`config.mk`:
```
export PLATFORM = sky130hd
export DESIGN_NAME = mcp_timer
export DESIGN_NICKNAME = d
export VERILOG_FILES = /design/src/rtl/mcp_pkg.sv /design/src/rtl/mcp_timer.sv /design/src/rtl/mcp_cap_sync.sv
export SDC_FILE = /design/constraint.sdc
export NUM_CORES = 1
export LEC_CHECK = 0
export BUFFER_PORTS_ARGS = -buffer_cell sky130_fd_sc_hd__buf_2
export CAP_MARGIN = 25
export CORE_MARGIN = 2
export CORE_UTILIZATION = 60
export DETAILED_ROUTE_END_ITERATION = 10
export GPL_TIMING_DRIVEN = 0
export PLACE_DENSITY = 0.75
export SYNTH_ARGS = -nofsm -noshare
export SYNTH_HDL_FRONTEND = slang
export SYNTH_SLANG_ARGS = --single-unit
```
`constraint.sdc`:
```
create_clock -name i_clock -period 5.6 [get_ports i_clock]
set_input_delay 1.12 -clock i_clock [delete_from_list [all_inputs] [get_ports i_clock]]
set_output_delay 1.12 -clock i_clock [all_outputs]
set_load 0.01 [all_outputs]
```
`src/rtl/mcp_pkg.sv`:
```
// constants, field layouts and carrier types of the match-and-clear timer unit
// ----------------------------------------------------------------------------
// ----------------------------------------------------------------------------
package mcp_pkg;
    localparam int NCH    = 4;
    localparam int NCNT   = 2;
    localparam int CW     = 16;
    localparam int ADDR_W = 8;
    localparam int DLY_W  = 4;
    localparam int PRE_W  = 8;
    localparam int PS_W   = 3;

    // register offsets
    localparam logic [ADDR_W-1:0] OFF_CTRL     = 8'h00;
    localparam logic [ADDR_W-1:0] OFF_LIMIT_A  = 8'h04;
    localparam logic [ADDR_W-1:0] OFF_LIMIT_B  = 8'h08;
    localparam logic [ADDR_W-1:0] OFF_CH_CFG   = 8'h0c;
    localparam logic [ADDR_W-1:0] OFF_CH0      = 8'h10;
    localparam logic [ADDR_W-1:0] OFF_CH_STEP  = 8'h04;
    localparam logic [ADDR_W-1:0] OFF_STATUS   = 8'h20;
    localparam logic [ADDR_W-1:0] OFF_CNT_A    = 8'h24;
    localparam logic [ADDR_W-1:0] OFF_CNT_B    = 8'h28;
    localparam logic [ADDR_W-1:0] OFF_PRESCALE = 8'h2c;

    // control register bits
    localparam int B_POWER   = 0;
    localparam int B_RUN     = 1;   // two bits: counter a, counter b
    localparam int B_STAGGER = 3;
    localparam int B_MODE    = 4;   // two bits: 1 = match and clear
    localparam int B_SCLR    = 6;   // two bits, write one to clear, read zero
    // channel config, one byte per channel
    localparam int CFG_STEP  = 8;
    localparam int F_CAPCMP  = 0;   // 1 = compare, 0 = capture
    localparam int F_CSEL    = 1;   // 0 = counter a, 1 = counter b
    localparam int F_ALV     = 2;   // 1 = active low
    localparam int F_OEN     = 3;
    localparam int F_EDGE    = 4;   // two bits
    localparam logic [1:0] EDGE_RISE = 2'h1;
    localparam logic [1:0] EDGE_FALL = 2'h2;
    // status and prescale fields
    localparam int F_WRAP    = 0;
    localparam int F_RUNNING = 4;
    localparam int F_PSEL_B  = 4;

    // values and timing counts
    localparam logic [CW-1:0]    CNT_ZERO        = 16'h0000;
    localparam logic [CW-1:0]    CNT_ALL         = 16'hffff;
    localparam logic [DLY_W-1:0] START_EARLY_CYC = 4'he;
    localparam logic [DLY_W-1:0] START_LATE_CYC  = 4'h8;
    localparam int               CAP_STAGES      = 4;

    typedef struct packed {
        logic [ADDR_W-1:0] addr;
        logic [31:0]       wdata;
        logic              we;
        logic              re;
    } mcp_bus_s;

    typedef struct packed {
        logic [NCH-1:0]  ch;
        logic [NCNT-1:0] lim;
        logic [NCNT-1:0] ovf;
    } mcp_irq_s;

    typedef struct packed {
        logic                      power;
        logic                      stagger;
        logic [NCNT-1:0]           run;
        logic [NCNT-1:0]           mode;
        logic [NCNT-1:0][PS_W-1:0] psel;
        logic [NCNT-1:0][CW-1:0]   limit;
        logic [NCH-1:0][7:0]       cfg;
        logic [NCH-1:0][CW-1:0]    shadow;
        logic [NCH-1:0][CW-1:0]    active;
        logic [NCNT-1:0][CW-1:0]   cnt;
        logic [NCNT-1:0]           running;
        logic [NCNT-1:0][DLY_W-1:0] dly;
        logic [PRE_W-1:0]          pre;
        logic [NCH-1:0]            seen;
        logic [NCH-1:0]            snap;
        logic [NCH-1:0]            wrap;
        logic [NCH-1:0]            started;
        logic [NCH-1:0]            lvl;
        logic [NCH-1:0]            reon;
        logic [NCH-1:0][3:0]       stg;
        logic [NCH-1:0]            out;
        mcp_irq_s                  irq;
        logic [31:0]               rdata;
    } mcp_state_s;

    localparam mcp_state_s RST_STATE = '0;
endpackage : mcp_pkg

```
`src/rtl/mcp_timer.sv`:
```
// two-counter capture/compare/pwm timer unit with match-and-clear limits
`timescale 1ns/1ps
module mcp_timer (
    input  wire logic                       i_clock,
    input  wire logic                       i_rst_n,
    input  wire mcp_pkg::mcp_bus_s          i_bus,
    output logic [31:0]                     o_rdata,
    input  wire logic [mcp_pkg::NCH-1:0]    i_capture_input_pin,
    output logic [mcp_pkg::NCH-1:0]         o_timer_output_pin,
    output mcp_pkg::mcp_irq_s               o_irq
);
    import mcp_pkg::*;

    // ------------------------------------------------------------------------
    // state and per-cycle terms
    // ------------------------------------------------------------------------
    mcp_state_s      s_r;
    mcp_state_s      s_nxt;
    logic [NCNT-1:0] tick;       // count clock enable per counter
    logic [NCNT-1:0] evt;        // wrap or match-and-clear of a counter
    logic [NCNT-1:0] sclr;
    logic [NCH-1:0]  rd_ch;
    logic [NCH-1:0]  wr_ch;
    logic [NCH-1:0]  hit;        // assigned counter leaves the compare value
    logic [NCH-1:0]  cap_edge;
    logic [NCH-1:0]  ch_tick;
    logic [NCH-1:0][CW-1:0] sel_cnt;
    logic [NCH-1:0][1:0]    edge_sel;
    logic [NCH-1:0]         alv_all;    // inactive level of every pin

    // ------------------------------------------------------------------------
    // capture front ends
    // ------------------------------------------------------------------------
    for (genvar g = 0; g < NCH; g++) begin : g_cap
        assign ch_tick[g]  = tick[s_r.cfg[g][F_CSEL]];
        assign sel_cnt[g]  = s_r.cnt[s_r.cfg[g][F_CSEL]];
        assign edge_sel[g] = s_r.cfg[g][F_EDGE+:2];
        assign alv_all[g]  = s_r.cfg[g][F_ALV];
        mcp_cap_sync #(
            .STAGES     (CAP_STAGES)
        ) u_cap (
            .i_clock    (i_clock),
            .i_rst_n    (i_rst_n),
            .i_pin      (i_capture_input_pin[g]),
            .i_tick     (ch_tick[g]),
            .i_edge_sel (edge_sel[g]),
            .o_edge     (cap_edge[g])
        );
    end

    // ------------------------------------------------------------------------
    // next-state logic
    // ------------------------------------------------------------------------
    // one pass: bus write, counters, start sequencing, channels, pins, read
    always_comb begin
        logic [PRE_W-1:0] mask;
        logic             x;
        logic             go;
        logic             was;
        logic             act;
        logic [31:0]      rd;
        mask  = '0;
        x     = 1'b0;
        go    = 1'b0;
        was   = 1'b0;
        act   = 1'b0;
        rd    = '0;
        s_nxt = s_r;
        s_nxt.irq = '0;
        tick  = '0;
        evt   = '0;
        sclr  = '0;
        hit   = '0;

        // channel address decode
        for (int i = 0; i < NCH; i++) begin
            rd_ch[i] = i_bus.re && (i_bus.addr == OFF_CH0 + ADDR_W'(i) * OFF_CH_STEP);
            wr_ch[i] = i_bus.we && (i_bus.addr == OFF_CH0 + ADDR_W'(i) * OFF_CH_STEP);
            if (wr_ch[i]) begin
                s_nxt.shadow[i] = i_bus.wdata[CW-1:0];
            end
        end

        // register writes; the clear bits act once and are not stored
        if (i_bus.we) begin
            unique case (i_bus.addr)
                OFF_CTRL: begin
                    s_nxt.power   = i_bus.wdata[B_POWER];
                    s_nxt.run     = i_bus.wdata[B_RUN+:NCNT];
                    s_nxt.stagger = i_bus.wdata[B_STAGGER];
                    s_nxt.mode    = i_bus.wdata[B_MODE+:NCNT];
                    sclr          = i_bus.wdata[B_SCLR+:NCNT];
                end
                OFF_LIMIT_A:  s_nxt.limit[0] = i_bus.wdata[CW-1:0];
                OFF_LIMIT_B:  s_nxt.limit[1] = i_bus.wdata[CW-1:0];
                OFF_CH_CFG:   s_nxt.cfg      = i_bus.wdata;
                OFF_PRESCALE: begin
                    s_nxt.psel[0] = i_bus.wdata[0+:PS_W];
                    s_nxt.psel[1] = i_bus.wdata[F_PSEL_B+:PS_W];
                end
                default: ;
            endcase
        end

        // prescaler runs only while the unit is powered
        s_nxt.pre = s_r.power ? s_r.pre + 1'b1 : '0;

        for (int c = 0; c < NCNT; c++) begin
            mask    = PRE_W'((1 << s_r.psel[c]) - 1);
            tick[c] = s_r.running[c] && ((s_r.pre & mask) == mask);
            // software clear zeroes the count but is no wrap event
            if (sclr[c]) begin
                s_nxt.cnt[c] = CNT_ZERO;
            end else if (tick[c]) begin
                if (s_r.mode[c] && s_r.limit[c] == CNT_ZERO) begin
                    s_nxt.cnt[c] = CNT_ZERO;
                end else if (s_r.mode[c] && s_r.limit[c] != CNT_ALL
                             && s_r.cnt[c] == s_r.limit[c]) begin
                    s_nxt.cnt[c]     = CNT_ZERO;
                    s_nxt.irq.lim[c] = 1'b1;
                    evt[c]           = 1'b1;
                end else begin
                    s_nxt.cnt[c] = s_r.cnt[c] + 1'b1;
                    if (s_r.cnt[c] == CNT_ALL) begin
                        s_nxt.irq.ovf[c] = 1'b1;
                        evt[c]           = 1'b1;
                    end
                end
            end
            if (s_r.running[c] && s_r.mode[c] && s_r.limit[c] == CNT_ZERO) begin
                s_nxt.irq.lim[c] = 1'b1;
            end
            // start delay depends on whether power was already on
            go  = s_nxt.power && s_nxt.run[c];
            was = s_r.power && s_r.run[c];
            if (!go) begin
                s_nxt.running[c] = 1'b0;
                s_nxt.dly[c]     = '0;
                s_nxt.cnt[c]     = CNT_ZERO;
            end else if (!was) begin
                s_nxt.dly[c] = s_r.power ? START_LATE_CYC : START_EARLY_CYC;
            end else if (s_r.dly[c] != '0) begin
                s_nxt.dly[c] = s_r.dly[c] - 1'b1;
                if (s_r.dly[c] == 4'h1) begin
                    s_nxt.running[c] = 1'b1;
                end
            end
        end

        for (int i = 0; i < NCH; i++) begin
            x      = s_r.cfg[i][F_CSEL];
            hit[i] = tick[x] && (s_r.cnt[x] == s_r.active[i]);
            if (evt[x]) begin
                s_nxt.seen[i] = 1'b1;
            end
            if (!s_r.cfg[i][F_CAPCMP]) begin
                // a read of the channel cancels a capture in the same cycle
                if (cap_edge[i] && !rd_ch[i]) begin
                    s_nxt.shadow[i] = sel_cnt[i];
                    s_nxt.irq.ch[i] = 1'b1;
                    s_nxt.snap[i]   = s_r.seen[i] | evt[x];
                    s_nxt.seen[i]   = 1'b0;
                end
            end else begin
                if (hit[i]) begin
                    s_nxt.irq.ch[i] = 1'b1;
                end
                // compare value is double buffered against mid-period glitches
                if (evt[x] || !s_r.running[x]) begin
                    s_nxt.active[i] = s_nxt.shadow[i];
                end
            end
            // pwm level: 1 = active
            if (tick[x] && s_r.reon[i]) begin
                s_nxt.reon[i] = 1'b0;
                s_nxt.lvl[i]  = 1'b1;
            end
            if (evt[x]) begin
                s_nxt.started[i] = 1'b1;
                if (s_r.started[i] && hit[i]) begin
                    s_nxt.lvl[i]  = 1'b0;
                    s_nxt.reon[i] = 1'b1;
                end else begin
                    s_nxt.lvl[i]  = 1'b1;
                end
            end else if (hit[i]) begin
                s_nxt.lvl[i] = 1'b0;
            end
            if (!s_r.running[x] || !s_r.cfg[i][F_CAPCMP]
                || s_r.active[i] == CNT_ZERO) begin
                s_nxt.lvl[i]     = 1'b0;
                s_nxt.reon[i]    = 1'b0;
                s_nxt.started[i] = s_r.running[x] & s_nxt.started[i];
            end
            // stagger: channel i waits i+1 clocks so no two switch together
            s_nxt.stg[i] = {s_r.stg[i][2:0], s_r.lvl[i]};
            act = s_r.stagger ? s_r.stg[i][i] : s_r.lvl[i];
            act = act && s_r.power && s_r.cfg[i][F_OEN];
            s_nxt.out[i] = act ^ s_r.cfg[i][F_ALV];
            // wrap flag is refreshed only when the channel is read
            if (rd_ch[i]) begin
                s_nxt.wrap[i] = s_r.snap[i];
                rd[CW-1:0]    = s_r.shadow[i];
            end
        end

        // read data, one cycle after the strobe and only then
        if (i_bus.re) begin
            unique case (i_bus.addr)
                OFF_CTRL: begin
                    rd[B_POWER]       = s_r.power;
                    rd[B_RUN+:NCNT]   = s_r.run;
                    rd[B_STAGGER]     = s_r.stagger;
                    rd[B_MODE+:NCNT]  = s_r.mode;
                end
                OFF_LIMIT_A:  rd[CW-1:0] = s_r.limit[0];
                OFF_LIMIT_B:  rd[CW-1:0] = s_r.limit[1];
                OFF_CH_CFG:   rd         = s_r.cfg;
                OFF_STATUS: begin
                    rd[F_WRAP+:NCH]     = s_r.wrap;
                    rd[F_RUNNING+:NCNT] = s_r.running;
                end
                OFF_CNT_A:    rd[CW-1:0] = s_r.cnt[0];
                OFF_CNT_B:    rd[CW-1:0] = s_r.cnt[1];
                OFF_PRESCALE: begin
                    rd[0+:PS_W]        = s_r.psel[0];
                    rd[F_PSEL_B+:PS_W] = s_r.psel[1];
                end
                default: ;
            endcase
        end
        s_nxt.rdata = rd;
    end

    always_ff @(posedge i_clock or negedge i_rst_n) begin
        if (!i_rst_n) begin
            s_r <= RST_STATE;
        end else begin
            s_r <= s_nxt;
        end
    end

    assign o_rdata            = s_r.rdata;
    assign o_timer_output_pin = s_r.out;
    assign o_irq              = s_r.irq;

    logic alv0;
    logic ctrl_wr;
    assign alv0    = s_r.cfg[0][F_ALV];
    assign ctrl_wr = i_bus.we && i_bus.addr == OFF_CTRL;
endmodule : mcp_timer

```
`src/rtl/mcp_cap_sync.sv`:
```
// capture pin synchroniser and count-clock edge detector for one channel
`timescale 1ns/1ps
module mcp_cap_sync #(
    parameter int STAGES = mcp_pkg::CAP_STAGES
) (
    input  wire logic       i_clock,
    input  wire logic       i_rst_n,
    input  wire logic       i_pin,
    input  wire logic       i_tick,
    input  wire logic [1:0] i_edge_sel,
    output logic            o_edge
);
    import mcp_pkg::*;

    // ------------------------------------------------------------------------
    // state
    // ------------------------------------------------------------------------
    typedef struct packed {
        logic [1:0]        sync;
        logic [STAGES-1:0] smp;
    } mcp_cs_s;

    mcp_cs_s s_r;
    mcp_cs_s s_nxt;
    logic    now_lvl;
    logic    old_lvl;

    if (STAGES < 3) begin : g_bad_stages
        $error("mcp_cap_sync needs at least three sample stages");
    end

    // two flops against metastability, then samples taken on count ticks only
    always_comb begin
        s_nxt      = s_r;
        s_nxt.sync = {s_r.sync[0], i_pin};
        if (i_tick) begin
            s_nxt.smp = {s_r.smp[STAGES-2:0], s_r.sync[1]};
        end
    end

    always_ff @(posedge i_clock or negedge i_rst_n) begin
        if (!i_rst_n) begin
            s_r <= '0;
        end else begin
            s_r <= s_nxt;
        end
    end

    // the edge is seen between the last two stages: the pipeline depth sets
    // the latency of three to four count periods
    assign now_lvl = s_r.smp[STAGES-2];
    assign old_lvl = s_r.smp[STAGES-1];
    assign o_edge  = i_tick & ((i_edge_sel[0] & now_lvl & ~old_lvl)
                             | (i_edge_sel[1] & ~now_lvl & old_lvl));
endmodule : mcp_cap_sync

```
# ---- Word-level counts from Yosys, hierarchy flattened
# Index checks and enable logic that the tools add are counted.
dict set report classes {
  shifts 2
  eq_ne 35
  add_sub_neg 7
  order_cmp 4
  bitwise_logic 50
  reduce_logical 100
  mux 189
}
# operator count
set op_table {}
lappend op_table {{$mux 16} 37}
lappend op_table {{$mux 1} 132}
lappend op_table {{$eq 16x16->1} 6}
lappend op_table {{$logic_not 16->1} 6}
lappend op_table {{$mux 76} 1}
lappend op_table {{$mux 32} 2}
lappend op_table {{$logic_and 1x1->1} 48}
lappend op_table {{$pmux 9 s5} 1}
lappend op_table {{$add 16x1->16 const B} 2}
lappend op_table {{$eq 16x16->1 const B} 2}
lappend op_table {{$eq 8x5->1 const B} 4}
lappend op_table {{$eq 8x6->1 const B} 4}
lappend op_table {{$ne 16x16->1 const B} 2}
lappend op_table {{$reduce_and 2->1} 13}
lappend op_table {{$and 1x1->1} 24}
lappend op_table {{$mux 4} 6}
lappend op_table {{$pmux 3 s8} 1}
lappend op_table {{$reduce_bool 4->1} 6}
lappend op_table {{$and 8x8->8} 2}
lappend op_table {{$eq 8x4->1 const B} 2}
lappend op_table {{$eq 8x8->1} 2}
lappend op_table {{$pmux 2 s8} 1}
lappend op_table {{$shl 1x3->8 const A} 2}
lappend op_table {{$sub 8x2->8 const B} 2}
lappend op_table {{other kinds (21)} 79}
dict set report totals {
  wordCells 446
  out_inout_bits 44
  inputBits 48
  ff_bits 356
}

# ---- Depth between registers and ports, before layout
dict set report depth {
  depth_word 12
  mapped_depth 12
  ltp_nobuf 10
}

# ---- Modules after synthesis
# Synthesis repeated with hierarchy kept, for this count alone.
dict set report hier_totals {
  cells_unflattened 1682
  hier_area_um2 18706.7
}
# module area_each_um2 cells_per_inst seq_area_each_um2 n_inst
set modules_own_cells {}
lappend modules_own_cells {mcp_timer 17840.9 1630 8282.9 1}
lappend modules_own_cells {mcp_cap_sync 216.5 13 150.1 4}

# ---- Worst setup path after synthesis
# OpenSTA, ideal clock, no wires.
dict set report synth_timing {
  kind {input-to-reg}
  start {input port i_bus[39] (netlist bit)}
  end {register s_r[125] (netlist bit)}
  t_required_ps 5482
  setup_ps 118
  path_buffers 3
  path_slack_ps 2431
  cell_stages 10
  arrival_ps 3051
  path_cell_list {buf_2 -> nor4_2 -> nand3_1 -> buf_2 -> mux2_2 -> a31oi_2 -> o21ai_1 -> clkbuf_1 -> o21ai_0 -> a21o_1}
}
dict set report synth_via {
  elab_chain_cells 5
  elab_cells_between_ends 9
  classes_between {eq/ne (1); mux (6); reduce/logical (2)}
}
# item line_no
set synth_rtl {}
lappend synth_rtl {{start: declaration} mcp_timer.sv:6} ;# input wire mcp_pkg::mcp_bus_s i_bus,
lappend synth_rtl {{$logic_not 8->1 (*)} mcp_timer.sv:86} ;# unique case (i_bus.addr)
lappend synth_rtl {{$mux 6 or $mux 2 (tied branches)} mcp_timer.sv:86}
lappend synth_rtl {{$mux 76 or $mux 2 (tied branches)} mcp_timer.sv:85} ;# if (i_bus.we) begin
lappend synth_rtl {{$logic_and 1x1->1 or $mux 16 (tied branches)} {mcp_timer.sv:134, mcp_timer.sv:112}}
lappend synth_rtl {{$ne 3x3->1 (no line) or $mux 16 (tied branches)} -}
lappend synth_rtl {{end signal: assignment} mcp_timer.sv:239} ;# s_r <= s_nxt;
lappend synth_rtl {{end: declaration} mcp_timer.sv:17} ;# mcp_state_s s_r;
# Mark *: on every way between the ends. The rest lies on a longest branch, timed or not.
# A chain may end at the register's enable or synchronous reset.

# ---- Worst setup path after layout
dict set report layout_timing {
  start {input port i_bus[35] (netlist bit)}
  end {register s_r[113] (netlist bit)}
}
# The elaborated chain is that of the path after synthesis.

==> impl_metrics.ini <==
[timing]
slew_headroom = 0.287
fmax_ghz = 0.251
period_share = 0.711
rsz0062_at_grt = false
worst_pin_slew_ns = 1.07
maxSlewViolCount = 0
fin_skew_ns = 0.0141
finalHoldViolations = 0
finalSetupViolations = 0
min_period_ns = 3.98

[floorplanning]
pin_count = 92
initial_utilization = 0.612
die_y_um = 181
floorplan.rows = 64
core-area_mm2 = 0.0307
dieArea_mm2 = 0.0327
die_w_um = 181

[critical_path]
reg2reg_to = s_r[193]
critPathMaxFanout = 10
crit_path_end_kind = flip-flop
cp_slowest_cell = nor3b_1
cp_data_arrival_time_ns = 4.44
cp_cell_sequence = buf_2 > nor4_1 > nand3_1 > buf_2 > nor2_1 > a31oi_1 > nor3b_1 > clkbuf_1 > nor2_1 > nor2_1
r2r_start = s_r[113]
cp_data_required_time_ns = 6.06
crit_top_cell = nor2_1
cp_top_family = simple AND/OR/NAND/NOR gates
cp_slowest_stage_delay_ns = 0.89
cp-start-kind = input port
r2r_slack_ns = 1.87
cp_num_buf_inv = 3
rr_worst_depth = 9
crit_type = in -> reg

[placed_design]
port_buffers = 84
gp_congestion = 1.05
dp_hpwl_um = 43500

[cts]
cts_setup_buffers = 0
clk_latency_ns = 0.53
cts_buffer_depth = 3
clk_pin_slew_ns = 0.06
htree_levels = 2
numCtsBuffers = 40
cts_resized = 0
cts_tree = yes
cts-root-buf = clkbuf_16
hold_buffers = 0
cts_sinks = 355

[run]
maxCapViolations = 0

[synth]
synth_ff_type = dfrtp_1
netlist_area_mm2 = 0.0188
synth.top_cells.by_area = dfrtp_1 (47%), mux2i_1 (14%), mux2_2 (5.9%), xnor2_1 (4.4%), a22oi_1 (2.3%)
post-synth-top-count-cell = dfrtp_1
synth_fp_nets = 1762
synthTopCellsByCount = dfrtp_1 (355), mux2i_1 (255), mux2_2 (98)
yosys_warnings = 0
yosysUniqueCellTypes = 66
synth_area_leader_cell = dfrtp_1
synth_top_area_share = 0.473
ys_ff_latch = 355
synth_edf_count = 0
synth_cells = 1705
syn_avg_cell_area_um2 = 11.0
ys_seq_area_frac = 0.473
synth_async_sr_flop_share = 1.00

[pwr]
p_total_mw = 5.80
power_density_mw_per_mm2 = 275
peakVddDrop_uv = 267
p_leak_nw = 9.96

[min_path]
hp-start = g_cap[1].u_cap.s_nxt[5]
worstHoldPathType = reg -> reg
hold_end = g_cap[1].u_cap.s_r[5]
min_path_cells = 0

[finish]
insertedDiodeCount = 0
drive_above_1_share = 0.186
final_nets = 1891
final_util = 0.687
synthToLayoutAreaGrowth_pct = 12.3

[global_route]
grt_pass1_vias = 14529
grt_max_degree = 119
overflow = 0
antenna_found_initial = 0
track_usage = 0.369
grt_pass1_wl_um = 90300

[status]
outcome = completed

[routing]
drt_iter0_drc = 1695
vias = 14802
routed_via_density = 6.56
wire_per_inst_um = 26.9
drt-pass1-iter-count = 8
drc_errors = 0
wirelength_um = 60700
ant_nets = 0
==> placed cells by master (no fill, tap or decap), types with 27 or more instances in the layout <==
master     count
o21ai_0       28
nand3_1       33
a31oi_1       27
clkbuf_1      85
nor4_1        55
xnor2_1       95
mux2_2        98
nor2_1        59
nand2_1       61
mux2i_1      255
inv_1         95
a21oi_1       32
buf_4         45
a22oi_1       57
nand4_1       33
clkbuf_16     41
dfrtp_1      355
and3_1        41
buf_2        104
==> metrics by stage <==
step                      cell area, um2  setup TNS, ns  hold slack (ns)  worst slack (ns)  cells
after floorplan                    18800              0            0.331              2.43   1705
after global placement             19700       -1200.74            0.331             -3.42   2185
after detailed placement           19800              0            0.336              1.31   2188
after CTS                          21100              0            0.349              1.83   2258
after global routing               21100              0            0.357              1.53   2258
final                              21100              0            0.347              1.62   2258
==> logic make-up after synthesis <==
kind of cell,after synthesis,share of synthesized area
AO/OA/AOI/OAI,240,0.0957
XOR/XNOR,116,0.0541
adder cells (fa/ha/maj),9,0.00600
buffers and inverters,249,0.0618
flip-flops,355,0.473
multiplexers,353,0.195
AND/OR/NAND/NOR,383,0.114
==> per-layer routing <==
layer | track usage | part of all wire | vias to the layer above | routed length [um]
met2 | 0.540 | 0.43 | 851 | 25900
met4 | 0.186 | 0.059 | 0 | 3560
met3 | 0.0964 | 0.10 | 188 | 6170
met5 | 0 | 0 | - | 0
li1 | - | - | 6353 | -
met1 | 0.508 | 0.41 | 7410 | 25000
==> layout make-up <==
class | instances | area, um2
inverter | 95 | 357
sequential | 355 | 8880
clock buffer | 54 | 1130
clock inverter | 16 | 169
tap | 396 | 495
fill | 2360 | 9590
multi-input combinational | 1101 | 8730
timing repair buffer | 87 | 513
buffer | 154 | 803
==> where the power goes <==
part	total (mW)	switching [mW]	internal, mW
sequential	2.75	0.0972	2.65
combinational	0.412	0.251	0.161
clock	2.64	1.08	1.56
==> how the worst max path moves through the flow <==
stage / from / endpoint / slack (ns) / depth (start not counted)
floorplan: i_bus[39] / s_r[125] / 2.43 / 10
global placement: i_rst_n / s_r[258] / -3.42 / 1
detailed placement: i_bus[35] / s_r[113] / 1.31 / 10
CTS: i_bus[35] / s_r[113] / 1.83 / 10
global route: i_bus[35] / s_r[108] / 1.53 / 10
finish: i_bus[35] / s_r[113] / 1.62 / 10
==> flip-flops by register name, indices dropped and copies added (netlist names) <==
signal,flops
o_rdata,32
s_r,262
o_timer_output_pin,4
g_cap.u_cap.old_lvl,4
o_irq,8
alv_all,3
g_cap.u_cap.s_r,12
s_nxt,13
alv0,1
g_cap.u_cap.now_lvl,4
edge_sel,8
g_cap.u_cap.s_nxt,4
No activity file was read; power rests on OpenSTA's default activity.
